File: src/pkg/clb_pkg.sv
// Constants, types and reset values for the configuration latch bank.
// Assumes one system clock; the host pins arrive asynchronously.

package clb_pkg;

	localparam int CLB_NUM_BANKS      = 16;
	localparam int CLB_NUM_CHAN_BANKS = 12;
	localparam int CLB_BANKS_PER_CHAN = 3;
	localparam int CLB_NUM_CHAN       = 4;
	localparam int CLB_DATA_W         = 8;
	localparam int CLB_ADDR_W         = 4;

	localparam logic [3:0] CLB_BANK_BCAST_RX  = 4'hc;
	localparam logic [3:0] CLB_BANK_BCAST_TX  = 4'hd;
	localparam logic [3:0] CLB_BANK_BCAST_DYN = 4'he;
	localparam logic [3:0] CLB_BANK_MASK      = 4'hf;

	localparam int CLB_ENABLE_BIT = 0;
	localparam int CLB_FORCE_BIT  = 0;

	localparam logic [7:0] CLB_CHAN_BANK_RST = 8'h01;
	localparam logic [7:0] CLB_BCAST_RST     = 8'h00;
	localparam logic [7:0] CLB_MASK_RST      = 8'hff;

	typedef struct packed {
		logic [3:0] addr;
		logic [7:0] data;
		logic       strobe_n;
	} clb_pin_t;

	typedef struct packed {
		logic [7:0] rx_static;
		logic [7:0] tx_static;
		logic [7:0] dynamic;
	} clb_chan_cfg_t;

endpackage

File: src/verilog/clb_bank_cell.sv
// One per-channel latch bank with bit mask and broadcast update.
// Assumes write requests arrive already synchronised to clk_sys_in.
`timescale 1ns/100ps

module clb_bank_cell
	import clb_pkg::*;
#(
	parameter logic [7:0] RST_VAL = CLB_CHAN_BANK_RST
)
(
	input  wire logic       clk_sys_in,   // System clock
	input  wire logic       resetn_in,    // Synchronous reset, active low
	input  wire logic       direct_wr_in, // Bank addressed directly
	input  wire logic       bcast_wr_in,  // Broadcast copy allowed
	input  wire logic [7:0] mask_in,      // Bit update mask
	input  wire logic [7:0] data_in,      // Write data
	output logic      [7:0] bank_out      // Stored bank value
);

	logic [7:0] next_bank;
	logic [7:0] eff_mask;

	always_comb
	begin
		eff_mask = mask_in;
		if (!direct_wr_in)
		begin
			eff_mask[CLB_ENABLE_BIT] = 1'b0;
		end
		next_bank = (bank_out & ~eff_mask) | (data_in & eff_mask);
	end

	always_ff @(posedge clk_sys_in)
	begin
		if (!resetn_in)
		begin
			bank_out <= RST_VAL;
		end
		else if (direct_wr_in || bcast_wr_in)
		begin
			bank_out <= next_bank;
		end
	end

endmodule // clb_bank_cell

File: src/verilog/clb_config_latch.sv
// Write-only configuration latch bank: sixteen banks behind a strobed
// address/data pin interface. Assumes the host pins are asynchronous to
// clk_sys_in and held stable for at least three clock cycles per write.
`timescale 1ns/100ps

module clb_config_latch
	import clb_pkg::*;
(
	input  wire logic              clk_sys_in,       // System clock
	input  wire logic              resetn_in,        // Sync reset, low
	input  wire logic [3:0]        bank_addr_in,     // Bank address pins
	input  wire logic [7:0]        bank_data_in,     // Bank data pins
	input  wire logic              latch_write_strobe_n_in, // Strobe, low
	output clb_chan_cfg_t          chan_cfg_out [CLB_NUM_CHAN], // Banks
	output logic      [2:0][7:0]   bcast_bank_out,   // Banks 12 to 14
	output logic      [7:0]        mask_out,         // Bank 15
	output logic      [2:0]        force_broadcast_update_out, // Force
	output logic      [11:0]       bank_broadcast_enable_out,  // Enables
	output logic      [15:0]       bank_update_out,  // Bank written pulse
	output logic                   write_active_out  // Write taken level
);

	// Pin synchroniser and stability stage
	clb_pin_t pin_now;
	clb_pin_t pin_meta;
	clb_pin_t pin_sync;
	clb_pin_t pin_hold;

	logic       wr_take;
	logic [3:0] wr_addr;
	logic [7:0] wr_data;

	logic [15:0] direct_sel;
	logic [2:0]  bcast_sel;
	logic        mask_sel;

	logic [2:0][7:0] bcast_bank;
	logic [2:0]      force_now;
	logic [7:0]      mask_bank;

	logic [11:0][7:0] chan_bank;
	logic [11:0]      cell_direct;
	logic [11:0]      cell_bcast;

	logic [15:0] next_update;

	assign pin_now.addr     = bank_addr_in;
	assign pin_now.data     = bank_data_in;
	assign pin_now.strobe_n = latch_write_strobe_n_in;

	// First stage feeds only the second
	always_ff @(posedge clk_sys_in)
	begin
		if (!resetn_in)
		begin
			pin_meta <= '{addr: '0, data: '0, strobe_n: 1'b1};
		end
		else
		begin
			pin_meta <= pin_now;
		end
	end

	always_ff @(posedge clk_sys_in)
	begin
		if (!resetn_in)
		begin
			pin_sync <= '{addr: '0, data: '0, strobe_n: 1'b1};
		end
		else
		begin
			pin_sync <= pin_meta;
		end
	end

	// Third copy lets a skewed bus settle before it is used
	always_ff @(posedge clk_sys_in)
	begin
		if (!resetn_in)
		begin
			pin_hold <= '{addr: '0, data: '0, strobe_n: 1'b1};
		end
		else
		begin
			pin_hold <= pin_sync;
		end
	end

	// Level sensitive: a held strobe rewrites every cycle
	always_comb
	begin
		wr_take = !pin_sync.strobe_n && (pin_sync == pin_hold);
		wr_addr = pin_sync.addr;
		wr_data = pin_sync.data;
	end

	// Address decode
	always_comb
	begin
		direct_sel = '0;
		if (wr_take)
		begin
			direct_sel[wr_addr] = 1'b1;
		end
		bcast_sel[0] = direct_sel[CLB_BANK_BCAST_RX];
		bcast_sel[1] = direct_sel[CLB_BANK_BCAST_TX];
		bcast_sel[2] = direct_sel[CLB_BANK_BCAST_DYN];
		mask_sel     = direct_sel[CLB_BANK_MASK];
	end

	// Force bits take effect in the same write that sets them
	always_comb
	begin
		for (int g = 0; g < CLB_BANKS_PER_CHAN; g++)
		begin
			if (bcast_sel[g])
			begin
				force_now[g] = wr_data[CLB_FORCE_BIT];
			end
			else
			begin
				force_now[g] = bcast_bank[g][CLB_FORCE_BIT];
			end
		end
	end

	// Broadcast banks 12 to 14; force bit ignores mask bit 0
	genvar gb;
	generate
		for (gb = 0; gb < CLB_BANKS_PER_CHAN; gb++)
		begin : g_bcast
			logic [7:0] bmask;
			logic [7:0] next_bcast;

			always_comb
			begin
				bmask = mask_bank;
				bmask[CLB_FORCE_BIT] = 1'b1;
				next_bcast = (bcast_bank[gb] & ~bmask) | (wr_data & bmask);
			end

			always_ff @(posedge clk_sys_in)
			begin
				if (!resetn_in)
				begin
					bcast_bank[gb] <= CLB_BCAST_RST;
				end
				else if (bcast_sel[gb])
				begin
					bcast_bank[gb] <= next_bcast;
				end
			end
		end
	endgenerate

	// Mask bank is never masked by itself
	always_ff @(posedge clk_sys_in)
	begin
		if (!resetn_in)
		begin
			mask_bank <= CLB_MASK_RST;
		end
		else if (mask_sel)
		begin
			mask_bank <= wr_data;
		end
	end

	// Per-channel banks 0 to 11
	genvar gc;
	generate
		for (gc = 0; gc < CLB_NUM_CHAN_BANKS; gc++)
		begin : g_chan
			localparam int GROUP = gc % CLB_BANKS_PER_CHAN;

			assign cell_direct[gc] = direct_sel[gc];
			// Broadcast group member, enabled or forced
			assign cell_bcast[gc]  = bcast_sel[GROUP]
				&& (chan_bank[gc][CLB_ENABLE_BIT]
				|| force_now[GROUP]);

			clb_bank_cell #(
				.RST_VAL      (CLB_CHAN_BANK_RST)
			) u_cell (
				.clk_sys_in   (clk_sys_in),
				.resetn_in    (resetn_in),
				.direct_wr_in (cell_direct[gc]),
				.bcast_wr_in  (cell_bcast[gc]),
				.mask_in      (mask_bank),
				.data_in      (wr_data),
				.bank_out     (chan_bank[gc])
			);
		end
	endgenerate

	// Which banks a write touches this cycle
	always_comb
	begin
		next_update = '0;
		for (int b = 0; b < CLB_NUM_CHAN_BANKS; b++)
		begin
			next_update[b] = cell_direct[b] || cell_bcast[b];
		end
		next_update[CLB_BANK_BCAST_RX]  = bcast_sel[0];
		next_update[CLB_BANK_BCAST_TX]  = bcast_sel[1];
		next_update[CLB_BANK_BCAST_DYN] = bcast_sel[2];
		next_update[CLB_BANK_MASK]      = mask_sel;
	end

	always_ff @(posedge clk_sys_in)
	begin
		if (!resetn_in)
		begin
			bank_update_out <= '0;
		end
		else
		begin
			bank_update_out <= next_update;
		end
	end

	always_ff @(posedge clk_sys_in)
	begin
		if (!resetn_in)
		begin
			write_active_out <= 1'b0;
		end
		else
		begin
			write_active_out <= wr_take;
		end
	end

	// Outputs straight from the bank flip-flops
	genvar go;
	generate
		for (go = 0; go < CLB_NUM_CHAN; go++)
		begin : g_out
			assign chan_cfg_out[go].rx_static =
				chan_bank[go * CLB_BANKS_PER_CHAN];
			assign chan_cfg_out[go].tx_static =
				chan_bank[go * CLB_BANKS_PER_CHAN + 1];
			assign chan_cfg_out[go].dynamic   =
				chan_bank[go * CLB_BANKS_PER_CHAN + 2];
		end
		for (go = 0; go < CLB_NUM_CHAN_BANKS; go++)
		begin : g_en
			assign bank_broadcast_enable_out[go] =
				chan_bank[go][CLB_ENABLE_BIT];
		end
		for (go = 0; go < CLB_BANKS_PER_CHAN; go++)
		begin : g_force
			assign force_broadcast_update_out[go] =
				bcast_bank[go][CLB_FORCE_BIT];
		end
	endgenerate

	assign bcast_bank_out = bcast_bank;
	assign mask_out       = mask_bank;

endmodule // clb_config_latch

File: config.mk
export PLATFORM = sky130hd
export DESIGN_NAME = clb_config_latch
export DESIGN_NICKNAME = d
export VERILOG_FILES = /design/src/pkg/clb_pkg.sv /design/src/verilog/clb_bank_cell.sv /design/src/verilog/clb_config_latch.sv
export SDC_FILE = /design/constraint.sdc
export NUM_CORES = 1
export LEC_CHECK = 0
export ABC_CLOCK_PERIOD_IN_PS = 4900
export BUFFER_PORTS_ARGS = -buffer_cell sky130_fd_sc_hd__buf_2
export CORE_UTILIZATION = 45
export CTS_CLUSTER_SIZE = 24
export DETAILED_ROUTE_END_ITERATION = 12
export GPL_TIMING_DRIVEN = 0
export PLACE_DENSITY = 0.8
export SLEW_MARGIN = 20
export SYNTH_ARGS = -nofsm -noshare
export SYNTH_HDL_FRONTEND = slang
export SYNTH_SLANG_ARGS = --single-unit
File: constraint.sdc
create_clock -name clk_sys_in -period 4.9 [get_ports clk_sys_in]
set_input_delay 0.49 -clock clk_sys_in [delete_from_list [all_inputs] [get_ports clk_sys_in]]
set_output_delay 0.49 -clock clk_sys_in [all_outputs]
set_load 0.05 [all_outputs]
==> reports/qor.csv <==
metric,value,unit
pin slew with the least headroom to its limit,0.9777,ns
Synth cell types,44,
maximum vdd drop,0.2788,mV
Post-Synth XOR/XNOR Area,0.6907,%
Congestion Overflow GR,0,
commonest cells in the netlist,"184 x dfxtp_1, 121 x nand2_1, 91 x mux2i_1, 80 x nand3_1, 59 x clkbuf_1",
I/O pin cnt,175,
Synth Warn #,0,
CP startpoint,wr_addr[3]$_SDFF_PN0_,
"area leader, netlist",dfxtp_1,
DP HPWL,17.09,mm
routed vias,7217,
fraction of registers with async set/reset,0,%
top cell family by delay on the critical path,buffers and inverters,
Avg Synthesized Cell Area,9.211,µm²
layout cells sized above 1,23.35,%
CP endpoint kind,register,
TNS Setup,0,ns
clock buffer count from CTS,17,
core area,0.01652,mm²
Hold WS,0.2621,ns
die area,0.01743,mm²
total of max-cap violations,0,
top post-synthesis cells by area,"dfxtp_1 48%, mux2i_1 12%, nand2_1 6.0%",
DR WL/cell,19.00,µm
Skew-Pair Late Insertion Delay,0.44,ns
hold_buf cts,0,
skew final,0.006647,ns
first-pass GRT wire length,36.45,mm
"Worst Setup Slack, final",2.163,ns
Final Max Slew Viols,0,
top layer in use,met4,
CTS resizes,0,
FMAX,0.3654,GHz
Hold Startpoint,bank_data_in[5],
arrival time worst endpoint,3.09,ns
worst r2r src,wr_addr[3]$_SDFF_PN0_,
PwrDens,317.0,mW/mm²
area delta synth->final,22.32,%
CTS H-tree depth,4,
cells along the critical path,"clkbuf_1, clkbuf_1, nand4_1, clkbuf_1, nor4_1, mux2i_1",
mapped cell area,0.007609,mm²
Seq cells post-synth,184,
post-place setup slack,2.176,ns
Final Critical Period,2.737,ns
Slew Limit Headroom,34.28,%
Gate Count Post-Synth,826,
ant diodes,0,
root buffer cell,clkbuf_16,
DR DRC count,0,
post-synth top area share,48.41,%
Vias/cell,5.764,
DIE HEIGHT,132.0,µm
footprint of the multi-input gates,0.003461,mm²
Routed Antenna Nets,0,
"CTS clk-pin slew, worst paths",0.06,ns
CP required,5.26,ns
Rows,47,
Final setup viols,0,
crit share post-route,55.85,%
total length of routed met2 wires,11.08,mm
nets,1034,
number of post-CTS setup repair buffers,0,
largest net degree at the start of global routing,17,
Initial Util,46.04,%
fill count,1502,
Syn Nets,841,
placer congestion estimate,0.9374,
simple-gate share of the synthesized area,24.01,%
unrepaired setup endpoints after global routing,no,
FF/Latch Area,0.003684,mm²
most frequent CP cell,clkbuf_1,
CTS tree,done,
leakage power,0.004082,µW
CP Class,register to register,
initial antenna violation count,0,
sequential share of the synthesized area,48.41,%
crit path buf inv count,3,
Post-synth top flop,dfxtp_1,
die width,132.0,µm
Critical Path Max Stage Delay,0.57,ns
met3 wire length,2.154,mm
status,"complete, no violations",
Synth Area in Compound Gates,8.814,%
type of origin of the critical path,register,
drt first pass iters,5,
CP max stage cell,nand4_1,
final hold vios,0,
clock tree buffer depth,2,
total track usage,27.12,%
mux contribution to synthesized area,11.97,%
Routed WL,23.79,mm
CP max FO,10,
total clock sinks,184,
M1 WL,9.836,mm
class of the worst hold path,input pin to register,
Initial DRC Count,788,
"EDFF count, synth",0,
largest family of logic cells by synthesized area,simple AND/OR/NAND/NOR gates,
adder-cell share of the synthesized area,0,%
Port Buffers,174,
vias in the first global route,6767,
cell with the most instances after synthesis,dfxtp_1,
-- metrics by stage --
stage          instances  util [%]  power [µW]  instance area [µm²]
2_1_floorplan        826         -        1644                 7609
3_3_place_gp        1220     52.98        1693                 8755
3_5_place_dp        1220     52.98        1695                 8755
4_1_cts             1252     56.32        2954                 9306
5_1_grt             1252     56.32        3040                 9306
6_report            1252     56.32        2950                 9306
-- cells by family after synthesis --
logic type	after synthesis
compound gates	88
mux	91
flops	184
xor+xnor	6
simple gates	353
buf+inv	104
-- power by group --
part / total [µW] / leakage [µW] / internal [µW] / switching [µW]
Clock: 1280 / 0.000266 / 705 / 578
Combinational: 150 / 0.00233 / 36.2 / 114
Sequential: 1520 / 0.00149 / 1510 / 8.74
Total: 2950 / 0.00408 / 2250 / 701
-- final timing paths --
path,end,slack [ns],depth (start not counted)
worst max-delay path,register,2.16,6
worst min-delay path,pin_meta[6]$_SDFF_PN0_,0.26,2
worst max register to register,register,2.16,6
worst min register to register,pin_sync[0]$_SDFF_PN1_,0.41,1
-- worst reg2reg max path, stage by stage, from the launching register on --
cell and delay [ns]:
dfxtp_1 0.30, clkbuf_1 0.28, clkbuf_1 0.43, nand4_1 0.58, clkbuf_1 0.41, nor4_1 0.44, mux2i_1 0.23
-- cell usage in the layout, fill, tap and decap left out, drive strengths merged, types with 5 or more instances in the layout --
master / n
o311ai: 14
nand4: 15
nand2: 121
nor4: 35
dfxtp: 184
o21ai: 16
and2: 26
nor3: 9
o41ai: 29
nand2b: 17
or2: 5
o211ai: 14
mux2i: 91
inv: 21
clkbuf: 82
nand3: 80
nor2: 16
buf: 200
nor2b: 6
or4: 11
a21oi: 5
-- cell type report --
class	count	area share, %
repair buffers	174	9.357
well taps	220	2.958
clock buffers	23	5.243
inverters	19	0.7663
plain buffers	85	4.222
clock inverters	9	0.6857
flip-flops and latches	184	39.58
multi-input cells	538	37.19
-- metal layers --
metal | vias to the layer above | global-route usage [%]
met5 | - | 0
met4 | 0 | 11.11
met3 | 61 | 6.536
met2 | 398 | 43.74
met1 | 3434 | 34.78
li1 | 3324 | -
No activity file was read; power rests on OpenSTA's default activity.
